`config.mk`:
```
export PLATFORM = sky130hd
export DESIGN_NAME = current_scale_level_ctrl
export DESIGN_NICKNAME = d
export VERILOG_FILES = /design/src/hw/current_scale_level_ctrl_pkg.sv /design/src/hw/current_scale_level_ctrl.sv
export VERILOG_INCLUDE_DIRS = /design/src /design/src/hw
export SDC_FILE = /design/constraint.sdc
export NUM_CORES = 1
export LEC_CHECK = 0
export ABC_AREA = 1
export ABC_CLOCK_PERIOD_IN_PS = 2800
export BUFFER_PORTS_ARGS = -buffer_cell sky130_fd_sc_hd__buf_4
export CAP_MARGIN = 20
export CORE_UTILIZATION = 49
export DETAILED_ROUTE_END_ITERATION = 8
export GPL_TIMING_DRIVEN = 1
export PLACE_DENSITY_LB_ADDON = 0.08
export RECOVER_POWER = 50
export SLEW_MARGIN = 20
export SYNTH_ARGS = -nofsm -noshare
export SYNTH_HDL_FRONTEND = slang
export SYNTH_SLANG_ARGS = --single-unit
export TNS_END_PERCENT = 30
```
`constraint.sdc`:
```
create_clock -name clk_sys -period 2.8 [get_ports clk_sys]
set_input_delay 0.28 -clock clk_sys [delete_from_list [all_inputs] [get_ports clk_sys]]
set_output_delay 0.28 -clock clk_sys [all_outputs]
set_load 0.03 [all_outputs]
```
`src/hw/current_scale_level_ctrl_regs.svh`:
```
// Register offsets, field positions, reset values and timing counts for core voltage scaling
`ifndef CURRENT_SCALE_LEVEL_CTRL_REGS_SVH
`define CURRENT_SCALE_LEVEL_CTRL_REGS_SVH
`define ADDR_POWER_CMD      8'h00
`define ADDR_POWER_STATUS   8'h04
`define ADDR_POWER_CTRL     8'h08
`define ADDR_EVENT_FLAGS    8'h0c
`define ADDR_EVENT_ENABLE   8'h10
`define ADDR_RETAIN_CTRL    8'h14
`define ADDR_RETAIN_STATUS  8'h18
`define ADDR_RETAIN_UNLOCK  8'h1c
`define CMD_HIGH_BIT        0
`define CMD_LOW_BIT         1
`define CTRL_SLEEP_LVL_BIT  0
`define CTRL_AUTOWS_BIT     1
`define CTRL_HIB_LVL_BIT    2
`define STAT_LEVEL_BIT      0
`define STAT_BUSY_BIT       1
`define LEVEL_HIGH          1'b1
`define LEVEL_LOW           1'b0
`define SCALE_TIME_NS       2000
`define CLK_PERIOD_NS       8
`define SCALE_CYCLES        (`SCALE_TIME_NS / `CLK_PERIOD_NS)
`define RC_FALLBACK_MHZ     19
`endif

```
`src/hw/current_scale_level_ctrl_pkg.sv`:
```
// Types shared by the core voltage scaling controller
package current_scale_level_ctrl_pkg;
    typedef enum logic [1:0] {
        ST_ACTIVE = 2'b00,
        ST_SLEEP  = 2'b01,
        ST_HIB    = 2'b10
    } pmode_t;

    typedef struct packed {
        logic [7:0]  addr;
        logic [31:0] wdata;
        logic        wr;
        logic        rd;
    } busReq_t;

    typedef struct packed {
        pmode_t      mode;
        logic        level;
        logic        target;
        logic        busy;
        logic [15:0] cnt;
        logic        doneFlag;
        logic        doneEn;
        logic        sleepLvl;
        logic        hibLvl;
        logic        autoWs;
        logic [7:0]  retainCtrl;
        logic        domainOff;
        logic        locked;
        logic [31:0] rdata;
        logic        fallback;
    } state_t;
endpackage : current_scale_level_ctrl_pkg

```
`src/hw/current_scale_level_ctrl.sv`:
```
// Core voltage scaling controller with sleep levels and retention lockout
// Function
// - Active mode accepts high-level and low-level scale commands and starts scaling.
// - Busy bit set while scaling; current level always readable in status.
// - Both commands in one write: the low-level command wins.
// - Active level reads level 2 (high) after reset.
// - New command during scaling aborts it and runs the newest one.
// - Done flag set when scaling completes or a new command aborts it; none when soft reset, sleep or hibernate entry ends it.
// - Hard reset forces the level to level 2.
// - Soft reset keeps level; mid-scaling it applies the lower level.
// - Sleep entry applies the lower of active and sleep levels.
// - Sleep level field resets to level 2.
// - Wake from sleep keeps the reduced level.
// - Auto wait-state enable makes wake select 19 MHz RC and safe wait states.
// - Hibernate entry applies the smallest of active, sleep and hibernate levels.
// - Hibernate level resets to level 2; wake keeps the reduced level.
// - Sleep entry powers the domain down only if all peripherals disabled.
// - Powered-down peripherals are held in reset.
// - After wake, status shows power-down and peripheral access is blocked.
// - A write to the unlock register removes the lockout.
//
// The register addresses and the strobed register port were decided locally.
`timescale 1ns/10ps
`include "current_scale_level_ctrl_regs.svh"
module current_scale_level_ctrl
    import current_scale_level_ctrl_pkg::*;
#(
    parameter int          NUM_PERIPH  = 8,
    parameter logic [15:0] SCALE_CYCLES = 16'(`SCALE_CYCLES)
) (
    // Clock and resets
    input  wire logic        clk_sys,
    input  wire logic        reset,
    input  wire logic        softReset,
    // Register port
    input  wire logic [7:0]  regAddr,
    input  wire logic [31:0] regWdata,
    input  wire logic        regWr,
    input  wire logic        regRd,
    output logic      [31:0] regRdata,
    // Energy mode requests from the core
    input  wire logic        sleepEnter,
    input  wire logic        hibEnter,
    input  wire logic        wakeUp,
    // Regulator and system side
    output logic             supplyLevel,
    output logic             scaleBusy,
    output logic             scaleIrq,
    output logic             rcFallback,
    output logic             periphPowerDown,
    output logic             periphReset,
    output logic             periphLocked
);
    busReq_t req;
    state_t  s_q;
    state_t  s_d;
    logic    wrCmd;
    logic    cmdHigh;
    logic    cmdLow;
    logic    newLevel;
    logic    sleepLevel;
    logic    hibLevel;
    logic    allOff;

    assign req = '{addr: regAddr, wdata: regWdata, wr: regWr, rd: regRd};

    // Command decode and resolved mode levels
    always_comb begin
        wrCmd   = req.wr && (req.addr == `ADDR_POWER_CMD);
        cmdHigh = wrCmd && req.wdata[`CMD_HIGH_BIT];
        cmdLow  = wrCmd && req.wdata[`CMD_LOW_BIT];
        newLevel   = cmdLow ? `LEVEL_LOW : `LEVEL_HIGH;
        sleepLevel = s_q.level & s_q.sleepLvl;
        hibLevel   = s_q.level & s_q.sleepLvl & s_q.hibLvl;
        allOff     = &s_q.retainCtrl[NUM_PERIPH-1:0];
    end

    // Next-state logic
    always_comb begin
        s_d       = s_q;
        s_d.rdata = 32'h0;
        if (s_q.mode == ST_ACTIVE && (cmdHigh || cmdLow)) begin
            s_d.target = newLevel;
            s_d.busy   = 1'b1;
            s_d.cnt    = SCALE_CYCLES;
        end else if (s_q.busy) begin
            if (s_q.cnt <= 16'h1) begin
                s_d.busy  = 1'b0;
                s_d.level = s_q.target;
            end else begin
                s_d.cnt = s_q.cnt - 16'h1;
            end
        end
        if (s_q.busy && (cmdHigh || cmdLow) && s_q.mode == ST_ACTIVE) begin
            s_d.doneFlag = 1'b1;
        end else if (s_q.busy && s_q.cnt <= 16'h1) begin
            s_d.doneFlag = 1'b1;
        end else if (req.wr && req.addr == `ADDR_EVENT_FLAGS && req.wdata[0]) begin
            s_d.doneFlag = 1'b0;
        end
        // Mode transitions
        case (s_q.mode)
            ST_ACTIVE: begin
                if (hibEnter) begin
                    s_d.mode  = ST_HIB;
                    s_d.level = hibLevel;
                    s_d.busy  = 1'b0;
                end else if (sleepEnter) begin
                    s_d.mode  = ST_SLEEP;
                    s_d.level = sleepLevel;
                    s_d.busy  = 1'b0;
                    s_d.domainOff = allOff;
                end
            end
            ST_SLEEP, ST_HIB: begin
                if (wakeUp) begin
                    s_d.mode = ST_ACTIVE;
                    s_d.fallback = s_q.autoWs;
                    if (s_q.domainOff) begin
                        s_d.locked    = 1'b1;
                        s_d.domainOff = 1'b0;
                    end
                end
            end
            default: s_d.mode = ST_ACTIVE;
        endcase
        // Register writes
        if (req.wr) begin
            if (req.addr == `ADDR_POWER_CTRL) begin
                s_d.sleepLvl = req.wdata[`CTRL_SLEEP_LVL_BIT];
                s_d.autoWs   = req.wdata[`CTRL_AUTOWS_BIT];
                s_d.hibLvl   = req.wdata[`CTRL_HIB_LVL_BIT];
                // A fallback raised by this same wake wins over the clear
                if (!(s_q.mode != ST_ACTIVE && wakeUp)) begin
                    s_d.fallback = 1'b0;
                end
            end else if (req.addr == `ADDR_EVENT_ENABLE) begin
                s_d.doneEn = req.wdata[0];
            end else if (req.addr == `ADDR_RETAIN_CTRL) begin
                s_d.retainCtrl = req.wdata[7:0];
            end else if (req.addr == `ADDR_RETAIN_UNLOCK) begin
                // unlock, a lock set by the same wake wins
                if (!(s_q.domainOff && wakeUp)) begin
                    s_d.locked = 1'b0;
                end
            end
        end
        // Register reads, data valid next cycle
        if (req.rd) begin
            if (req.addr == `ADDR_POWER_STATUS) begin
                s_d.rdata = {30'h0, s_q.busy, s_q.level};
            end else if (req.addr == `ADDR_POWER_CTRL) begin
                s_d.rdata = {29'h0, s_q.hibLvl, s_q.autoWs, s_q.sleepLvl};
            end else if (req.addr == `ADDR_EVENT_FLAGS) begin
                s_d.rdata = {31'h0, s_q.doneFlag};
            end else if (req.addr == `ADDR_EVENT_ENABLE) begin
                s_d.rdata = {31'h0, s_q.doneEn};
            end else if (req.addr == `ADDR_RETAIN_CTRL) begin
                s_d.rdata = {24'h0, s_q.retainCtrl};
            end else if (req.addr == `ADDR_RETAIN_STATUS) begin
                s_d.rdata = {31'h0, s_q.locked};
            end else begin
                s_d.rdata = 32'h0;
            end
        end
        if (softReset) begin
            if (s_q.busy) begin
                s_d.level = s_q.level & s_q.target;
            end
            s_d.busy = 1'b0;
            s_d.cnt  = 16'h0;
        end
    end

    // State register, reset to level 2
    always_ff @(posedge clk_sys or posedge reset) begin
        if (reset) begin
            s_q <= '{mode: ST_ACTIVE, level: `LEVEL_HIGH, target: `LEVEL_HIGH,
                     busy: 1'b0, cnt: 16'h0, doneFlag: 1'b0, doneEn: 1'b0,
                     sleepLvl: `LEVEL_HIGH, hibLvl: `LEVEL_HIGH, autoWs: 1'b0,
                     retainCtrl: 8'h00, domainOff: 1'b0, locked: 1'b0,
                     rdata: 32'h0, fallback: 1'b0};
        end else begin
            s_q <= s_d;
        end
    end

    // Outputs
    assign regRdata        = s_q.rdata;
    assign supplyLevel     = s_q.level;
    assign scaleBusy       = s_q.busy;
    assign scaleIrq        = s_q.doneFlag & s_q.doneEn;
    assign rcFallback      = s_q.fallback;
    assign periphPowerDown = s_q.domainOff;
    assign periphReset     = s_q.domainOff;
    assign periphLocked    = s_q.locked;

    // Assertions
    property p_busy_ends;
        @(posedge clk_sys) disable iff (reset || softReset)
        $rose(scaleBusy) && !(regWr && regAddr == `ADDR_POWER_CMD) |-> ##[1:300] !scaleBusy;
    endproperty
    a_busy_ends: assert property (p_busy_ends) else $error("busy stuck");

    property p_low_wins;
        @(posedge clk_sys) disable iff (reset || softReset)
        s_q.mode == ST_ACTIVE && regWr && regAddr == `ADDR_POWER_CMD && regWdata[1:0] == 2'b11
        && !sleepEnter && !hibEnter |=> s_q.target == `LEVEL_LOW && scaleBusy;
    endproperty
    a_low_wins: assert property (p_low_wins) else $error("low cmd lost");

    property p_cmd_starts;
        @(posedge clk_sys) disable iff (reset || softReset)
        s_q.mode == ST_ACTIVE && regWr && regAddr == `ADDR_POWER_CMD && regWdata[1:0] != 2'b00
        && !sleepEnter && !hibEnter |=> scaleBusy && s_q.cnt == SCALE_CYCLES;
    endproperty
    a_cmd_starts: assert property (p_cmd_starts) else $error("no scaling start");

    property p_abort_done;
        @(posedge clk_sys) disable iff (reset || softReset)
        scaleBusy && s_q.mode == ST_ACTIVE && regWr && regAddr == `ADDR_POWER_CMD
        && regWdata[1:0] != 2'b00 |=> s_q.doneFlag;
    endproperty
    a_abort_done: assert property (p_abort_done) else $error("abort done missing");

    property p_irq_gate;
        @(posedge clk_sys) disable iff (reset)
        regWr && regAddr == `ADDR_EVENT_ENABLE && !regWdata[0] |=> !scaleIrq;
    endproperty
    a_irq_gate: assert property (p_irq_gate) else $error("irq not gated");

    property p_sleep_min;
        @(posedge clk_sys) disable iff (reset || softReset)
        s_q.mode == ST_ACTIVE && sleepEnter && !hibEnter
        |=> supplyLevel == ($past(s_q.level) & $past(s_q.sleepLvl));
    endproperty
    a_sleep_min: assert property (p_sleep_min) else $error("sleep level wrong");

    property p_hib_min;
        @(posedge clk_sys) disable iff (reset || softReset)
        s_q.mode == ST_ACTIVE && hibEnter
        |=> supplyLevel == ($past(s_q.level) & $past(s_q.sleepLvl) & $past(s_q.hibLvl));
    endproperty
    a_hib_min: assert property (p_hib_min) else $error("hibernate level wrong");

    property p_wake_keep;
        @(posedge clk_sys) disable iff (reset || softReset)
        s_q.mode != ST_ACTIVE && wakeUp |=> $stable(supplyLevel);
    endproperty
    a_wake_keep: assert property (p_wake_keep) else $error("wake changed level");

    property p_unlock;
        @(posedge clk_sys) disable iff (reset)
        regWr && regAddr == `ADDR_RETAIN_UNLOCK && !(s_q.mode != ST_ACTIVE && wakeUp)
        |=> !periphLocked;
    endproperty
    a_unlock: assert property (p_unlock) else $error("lockout kept");

    property p_soft_min;
        @(posedge clk_sys) disable iff (reset)
        softReset && scaleBusy |=> supplyLevel == ($past(s_q.level) & $past(s_q.target));
    endproperty
    a_soft_min: assert property (p_soft_min) else $error("soft reset level wrong");

    property p_soft_keep;
        @(posedge clk_sys) disable iff (reset)
        softReset && !scaleBusy && !(s_q.mode == ST_ACTIVE && (sleepEnter || hibEnter))
        |=> $stable(supplyLevel);
    endproperty
    a_soft_keep: assert property (p_soft_keep) else $error("idle soft reset moved level");

    property p_done_sticky;
        @(posedge clk_sys) disable iff (reset)
        s_q.doneFlag && !(regWr && regAddr == `ADDR_EVENT_FLAGS && regWdata[0]) |=> s_q.doneFlag;
    endproperty
    a_done_sticky: assert property (p_done_sticky) else $error("done flag lost");

    property p_lock_wake;
        @(posedge clk_sys) disable iff (reset)
        s_q.mode != ST_ACTIVE && wakeUp && periphPowerDown |=> periphLocked;
    endproperty
    a_lock_wake: assert property (p_lock_wake) else $error("no lockout after wake");

    property p_domain_off;
        @(posedge clk_sys) disable iff (reset)
        s_q.mode == ST_ACTIVE && sleepEnter && !hibEnter
        |=> periphPowerDown == (&$past(s_q.retainCtrl));
    endproperty
    a_domain_off: assert property (p_domain_off) else $error("domain power-down wrong");

    property p_fallback_wake;
        @(posedge clk_sys) disable iff (reset)
        s_q.mode != ST_ACTIVE && wakeUp |=> rcFallback == $past(s_q.autoWs);
    endproperty
    a_fallback_wake: assert property (p_fallback_wake) else $error("fallback wrong");
endmodule : current_scale_level_ctrl

```
==> results of run 1 <==
area by class of cell:
cell class	instances	area, µm²
well taps	72	90.1
fillers	532	2480
multi-input cells	273	1370
repair buffers	38	278
clock inverters	3	25.0
inverters	52	196
clock buffers	5	68.8
flip-flops and latches	45	1130
through the flow:
stage	cells	cell area [µm²]
floorplan	408	3010
global placement	480	3080
detailed placement	480	3080
CTS	488	3180
global route	488	3160
finish	488	3160
worst max-delay path by stage:
stage | to | slack [ns] | cells after the start
after floorplan | s_q[52] | 1.22 | 12
after global routing | s_q[58] | 0.80 | 11
final | s_q[61] | 0.97 | 10
after CTS | s_q[61] | 0.93 | 10
after detailed placement | s_q[58] | 0.96 | 10
after global placement | s_q[58] | 1.0 | 10
power by group:
group | switching [mW] | internal (mW) | total (mW)
Combinational | 0.207 | 0.0881 | 0.295
Sequential | 0.0146 | 0.678 | 0.693
Clock | 0.253 | 0.182 | 0.435
Total | 0.475 | 0.949 | 1.42
worst register-to-register path: cells and delay by family (launching register included):
family / cells / cell delay [ns]
DFF: 1 / 0.34
adders and majority gates: 1 / 0.26
AOI/OAI and AO/OA: 1 / 0.07
and+or+nand+nor: 6 / 0.90
buffers and inverters: 2 / 0.14
placed cells by master (no fill, tap or decap), types with 2 or more instances in the layout:
| cell type | n |
|---|---|
| nand2_2 | 4 |
| nor2_1 | 55 |
| o21ai_0 | 22 |
| buf_4 | 35 |
| clkbuf_1 | 2 |
| inv_1 | 48 |
| dfrtp_1 | 41 |
| clkbuf_8 | 5 |
| a211oi_1 | 2 |
| nor2_2 | 4 |
| nand3_1 | 23 |
| inv_2 | 2 |
| o21ai_2 | 4 |
| ha_1 | 3 |
| conb_1 | 24 |
| inv_6 | 2 |
| o21ai_1 | 2 |
| nor3b_2 | 2 |
| nand4_1 | 11 |
| nor3_1 | 4 |
| xor2_1 | 5 |
| dfstp_2 | 4 |
| nor2_4 | 4 |
| nand2_1 | 68 |
| a21oi_1 | 23 |
Yosys cell counts, types with 2 or more instances:
cell and number:
a211oi_1 2, o21ai_2 4, buf_4 33, inv_2 2, nor2_4 5, a21oi_1 23
buf_6 3, nor3b_2 2, inv_1 48, nand4_1 11, nor2_1 53, nand2_1 68
dfstp_2 4, dfrtp_1 41, xor2_1 5, nand3_1 23, nor2_2 5, nand2_2 4
ha_1 3, o21ai_1 2, o21ai_0 22, nor3_1 4
cell families after synthesis:
family | Yosys count | synth area share [%]
AO/OA/AOI/OAI | 60 | 11.9
XOR/XNOR | 5 | 1.50
adder cells (fa/ha/maj) | 3 | 1.28
buffers and inverters | 90 | 17.1
flip-flops | 45 | 38.6
multiplexers | 1 | 0.385
other | 1 | 0.128
AND/OR/NAND/NOR | 180 | 29.1
metal layers:
layer / GRT usage (%) / up-vias / routed length (µm) / share of wire (%)
li1: - / 1242 / - / -
met1: 30.3 / 1105 / 2900 / 47
met2: 34.7 / 72 / 2800 / 46
met3: 3.79 / 7 / 342 / 5.6
met4: 4.91 / 0 / 65 / 1.1
met5: 0 / - / 0 / 0
state kept, by name, summed over array words and instances (netlist names):
register / flops
rcFallback: 1
periphPowerDown: 1
regRdata: 8
periphLocked: 1
supplyLevel: 1
scaleBusy: 1
s_q: 32
==> metrics.txt, run 1 <==
vias in the first global route 2257; status finished, violations left; Post-CTS Setup Inserts 0; initial antenna violation count 0; unrepaired setup endpoints after global routing false; worst slack at placement 0.963 ns; drt via density 4.97; reg-to-reg slack, setup 0.97 ns; slowest CP cell dfrtp_1; clock buffer depth 2; clock latency on the worst-skew pair 0.31 ns; starting density of the core 51.9%; Final Critical Period 1.83 ns; r2r startpoint s_q[67]; pwr/cell area 450 mW/mm²; max cap viols 1; register bit count reported by yosys 45; Worst Setup End Kind register; total power 1.42 mW; H-tree depth 2; largest net degree at the start of global routing 46; Final Hold Viols 0; Buf+Inv Stages, Crit Path 2; Leak Pwr 1.78 nW; core footprint 0.00564 mm²; Die Ht 79.3 µm; HP Class primary input to register; DRT iter0 DRCs 125; Worst EP arrival 2.03 ns; worst-margin pin slew 1.67 ns; Port Buffers 38; GRT overflow 0; fin. max-slew vios 46; Primary FF master, synth dfrtp_1; WHS Path Cells 2; total wire length 6.10 mm; Die ar. 0.00629 mm²; failing checks max-capacitance violations, max-slew violations; Mapped Area 0.00293 mm²; crit-path cells inv_1 -> ha_1 -> nand2_1 -> nor2_1 -> nand3_2 -> clkinv_2 -> nor2_4 -> nand2_8 -> nand4_1 -> o21ai_2; hpwl dp 4.56 mm; Post-route DRC 0; WS Path Type register to register; diode count 0; CTS root buf clkbuf_8; clock sinks 45; startpoint types register; delay-heaviest family, CP simple AND/OR/NAND/NOR gates; Final setup viols 0; Clock Skew 0.00915 ns; antenna-violating nets left 0; Req. time, crit path 3.00 ns; Die Wd 79.3 µm; reg2reg end s_q[61]; 1st-pass router iterations 4; area grow syn2layout 7.95%; Rows 27; top cells by area, synth dfrtp_1 35%, nand2_1 8.7%, buf_4 8.5%; Synth top area share 35.0%; CP max stage delay 0.34 ns; Hold Buf Count CTS 0; Avg WL per Cell 12.5 µm; share of cells above drive strength 1 18.3%; clock buffer count from CTS 5; worst hold start regWdata[1]; Clock Pin Slew Worst Setup and Hold Paths 0.10 ns; post-synthesis sequential area ratio 38.6%; final net count 466; I/O pin total 87; Worst Slack Setup Final 0.968 ns; Via Count 2426; Post-synth ARST share 100%; Avg Inst Size Synth 7.60 µm²; final period utilization 65.4%; Yosys Warn Count 0; CTS resizes 0; WHS Endpoint s_q[65]; Crit Path Max Fanout 16; gr usage total 21.6%; Mapped Cells 385; Worst Reg-to-Reg Cells 10; hold_ws 0.164 ns; setup tns final 0 ns; crit path launch s_q[67]; first-pass GRT wire length 10.4 mm; relative slew slack -11.3%; maximum VDD drop 277 µV; routability cong. 0.893; utilization after layout 56.0%; f_max 546 MHz; CTS tree yes; leading area contributor after synthesis dfrtp_1; Netlist cell types 40; EDFF count, synth 0
Power figures use the tool's default switching activity.
==> inputs of run 2 (changes only) <==
--- a/config.mk
+++ b/config.mk
@@ -6,11 +6,11 @@
 export SDC_FILE = /design/constraint.sdc
 export NUM_CORES = 1
 export LEC_CHECK = 0
-export ABC_AREA = 1
-export ABC_CLOCK_PERIOD_IN_PS = 2800
+export ABC_AREA = 0
+export ABC_CLOCK_PERIOD_IN_PS = 1570
 export BUFFER_PORTS_ARGS = -buffer_cell sky130_fd_sc_hd__buf_4
 export CAP_MARGIN = 20
-export CORE_UTILIZATION = 49
+export CORE_UTILIZATION = 46
 export DETAILED_ROUTE_END_ITERATION = 8
 export GPL_TIMING_DRIVEN = 1
 export PLACE_DENSITY_LB_ADDON = 0.08
==> constraint.sdc (replaced) <==
create_clock -name clk_sys -period 1.57 [get_ports clk_sys]
set_input_delay 0.157 -clock clk_sys [delete_from_list [all_inputs] [get_ports clk_sys]]
set_output_delay 0.157 -clock clk_sys [all_outputs]
set_load 0.03 [all_outputs]
==> run 2 against run 1 <==
  * The flow finishes with violations (negative setup slack)
  * Total power is 85% higher
  * First-iteration DRC count is 3.2% higher
  * Global-route usage is 0.62 points higher
  * Synthesized area is 9.1% lower
  * Final cell count is 14% lower
  * Count of clock-buffer cells in the layout stayed put
  * Critical path depth is 4 lower
  * Worst hold slack worse by 0.16 ns
  * Cell area is 11% higher
  * Critical endpoint is now s_q[58]
==> metrics.txt, run 2 <==
clock buffer count from CTS 5 (unchanged); Synth top area share 38.6% (was 35.0%); area grow syn2layout 31.5% (was 7.95%); register bit count reported by yosys 45 (unchanged); Req. time, crit path 1.80 ns (was 3.00 ns); worst slack at placement -0.198 ns (was 0.963 ns); failing checks negative setup slack (was max-capacitance violations, max-slew violations); Via Count 2262 (was 2426); relative slew slack 58.9% (was -11.3%); CTS root buf clkbuf_8 (unchanged); Synth top cells by count 41 x dfrtp_1, 35 x buf_4, 19 x nand2_1 (was 68 x nand2_1, 53 x nor2_1, 48 x inv_1); leading area contributor after synthesis dfrtp_1 (unchanged); antenna-violating nets left 0 (unchanged); clock sinks 45 (unchanged); GRT overflow 0 (unchanged); gr usage total 22.2% (was 21.6%); EDFF count, synth 0 (unchanged); switching share of power 31.6% (was 33.4%); hpwl dp 4.47 mm (was 4.56 mm); Post-route DRC 0 (unchanged); diode count 0 (unchanged); Clock Skew 0.00545 ns (was 0.00915 ns); Avg WL per Cell 15.4 µm (was 12.5 µm); WHS Path Cells 2 (unchanged); Die ar. 0.00609 mm² (was 0.00629 mm²); post-synthesis sequential area ratio 42.5% (was 38.6%); Comb pwr share 24.4% (was 20.8%); Worst EP arrival 1.97 ns (was 2.03 ns); pwr/cell area 755 mW/mm² (was 450 mW/mm²); core footprint 0.00554 mm² (was 0.00564 mm²); Cell Area, Placed 0.00323 mm² (was 0.00308 mm²); Mapped Cells 265 (was 385); vias in the first global route 2150 (was 2257); worst-margin pin slew 0.616 ns (was 1.67 ns); H-tree depth 2 (unchanged); Post-synth ARST share 100% (unchanged); Final Critical Period 1.74 ns (was 1.83 ns); post-route cell area 0.00350 mm² (was 0.00316 mm²); slowest CP cell or4_4 (was dfrtp_1); Die Wd 78.1 µm (was 79.3 µm); routability cong. 0.828 (was 0.893); total power 2.64 mW (was 1.42 mW); unrepaired setup endpoints after global routing true (was false); clock latency on the worst-skew pair 0.31 ns (about the same); Yosys Warn Count 0 (unchanged); most common cell after layout, fill and taps aside buf_4 (was nand2_1); Final Hold Viols 0 (unchanged); Mapped Area 0.00266 mm² (was 0.00293 mm²); delay-heaviest family, CP simple AND/OR/NAND/NOR gates (unchanged); CTS tree yes (unchanged); Leak Pwr 1.63 nW (was 1.78 nW); f_max 575 MHz (was 546 MHz); max cap viols 0 (was 1); WHS Endpoint s_q[65] (unchanged); drt via density 5.40 (was 4.97); r2r startpoint s_q[49] (was s_q[67]); I/O pin total 87 (unchanged); Worst Slack Setup Final -0.171 ns (was 0.968 ns); HP Class primary input to register (unchanged); Primary FF master, synth dfrtp_1 (unchanged); Reg power frac 47.2% (was 48.7%); Netlist cell types 54 (was 40); Crit Path Max Fanout 4 (was 16); top-count cell post-synth dfrtp_1 (was nand2_1); top cells by area, synth dfrtp_1 39%, buf_4 9.9%, mux2_2 5.5% (was dfrtp_1 35%, nand2_1 8.7%, buf_4 8.5%); startpoint types register (unchanged); initial antenna violation count 0 (unchanged); P_sw 835 µW (was 475 µW); Avg Inst Size Synth 10.0 µm² (was 7.60 µm²); clock share of power 28.4% (was 30.6%); final net count 397 (was 466); fin. max-slew vios 0 (was 46); DRT iter0 DRCs 129 (was 125); CP max stage delay 0.43 ns (was 0.34 ns); max reg flops 32 (unchanged); share of cells above drive strength 1 43.8% (was 18.3%); Die Ht 78.1 µm (was 79.3 µm); total wire length 6.45 mm (was 6.10 mm); Buf+Inv Stages, Crit Path 1 (was 2); Final setup viols 17 (was 0); first-pass GRT wire length 10.4 mm (about the same); largest net degree at the start of global routing 46 (unchanged); maximum VDD drop 565 µV (was 277 µV); status finished, violations left (unchanged); reg2reg end s_q[58] (was s_q[61]); starting density of the core 48.0% (was 51.9%); final period utilization 111% (was 65.4%); 1st-pass router iterations 4 (unchanged); WS Path Type register to register (unchanged); reg-to-reg slack, setup -0.17 ns (was 0.97 ns); most flop-heavy register s_q (unchanged); Worst Setup End Kind register (unchanged); Rows 27 (unchanged); crit-path cells inv_2 -> ha_4 -> nand2_4 -> or3_4 -> or4_4 -> a21oi_2 (was inv_1 -> ha_1 -> nand2_1 -> nor2_1 -> nand3_2 -> clkinv_2 -> nor2_4 -> nand2_8 -> nand4_1 -> o21ai_2); worst hold start regWdata[1] (unchanged); utilization after layout 63.1% (was 56.0%); clock buffer depth 2 (unchanged); Clock Pin Slew Worst Setup and Hold Paths 0.09 ns (was 0.10 ns); Worst Reg-to-Reg Cells 6 (was 10); most frequent cells in the layout 83 x buf_4, 39 x dfrtp_1, 24 x conb_1 (was 68 x nand2_1, 55 x nor2_1, 48 x inv_1); Port Buffers 38 (unchanged); cell-internal power 1.80 mW (was 949 µW)
[run 2: changes by cell type in the layout (fill, tap and decap cells not counted), moves of 6 or more]
cell	before	now
nand2_1	68	18
buf_4	35	83
nor2_1	55	10
inv_1	48	5
nand3_1	23	4
o21ai_0	22	8
a21oi_1	23	11
mux2_2	1	13
nand2b_1	0	7
and3_1	0	6
nand4_1	11	5
o31ai_1	0	6
[run 2: power by group through the flow]
stage                     clock network, mW  logic, mW  registers [mW]
final                                 0.749      0.645            1.25
after CTS                             0.775      0.632            1.25
after global routing                  0.813      0.718            1.25
after detailed placement                  0      0.626            1.27
after floorplan                           0      0.411            1.28
after global placement                    0      0.620            1.27
[run 2: repair_timing]
| action | 4_1_cts | 5_1_grt |
|---|---|---|
| gates resized for setup | 6 | 25 |
| pin swaps | 9 | 7 |
| setup buffers | 3 | 2 |
| endpoints found under the hold margin | 41 | 0 |
| gates cloned | 1 | 0 |
| setup endpoints to repair | 18 | 21 |
| hold buffers | 1 | 0 |
[run 2: cell families (layout without fill, tap and decap cells)]
| group | after synthesis | in the layout | share of synthesized area [%] |
|---|---|---|---|
| other cells | 1 | 24 | 0.141 |
| simple gates | 91 | 91 | 20.9 |
| flops | 45 | 45 | 42.5 |
| buf+inv | 47 | 105 | 11.8 |
| mux | 18 | 18 | 7.38 |
| compound gates | 60 | 61 | 15.9 |
| fa+ha+maj | 3 | 3 | 1.41 |
[run 2: area by class of cell]
type | count | area (µm²)
multi-input combinational | 197 | 1470
clock buffer | 5 | 68.8
sequential | 45 | 1130
timing repair buffer | 89 | 682
inverter | 8 | 30.0
clock inverter | 3 | 21.3
tap | 72 | 90.1
fill | 489 | 2040
[run 2: worst register-to-register path: stages (launching register included)]
cell     delay (ns)
dfrtp_1        0.41
inv_2          0.11
ha_4           0.18
nand2_4        0.07
or3_4          0.33
or4_4          0.43
a21oi_2        0.14
[run 2: per-layer routing]
metal	up-vias	track usage (%)	wire length [µm]
met5	-	0	0
met4	0	7.59	76
met3	8	3.84	310
met2	68	33.2	2930
met1	1090	32.5	3130
li1	1096	-	-
[run 2: through the flow]
step	std cells	hold WS [ns]	setup TNS, ns
finish	419	0.00845	-1.10
CTS	417	0.0360	-1.64
floorplan	288	0.235	-0.543
global route	419	0.0124	-2.72
detailed placement	404	0.239	-2.01
global placement	404	0.229	-1.63
[run 2: how the worst max path moves through the flow]
stage,end,start,depth (start not counted),slack [ns]
finish,s_q[58],s_q[49],6,-0.17
global route,s_q[58],s_q[48],6,-0.22
CTS,s_q[59],s_q[48],5,-0.14
detailed placement,s_q[59],s_q[48],4,-0.20
global placement,s_q[61],s_q[48],4,-0.20
floorplan,s_q[53],s_q[49],6,-0.08
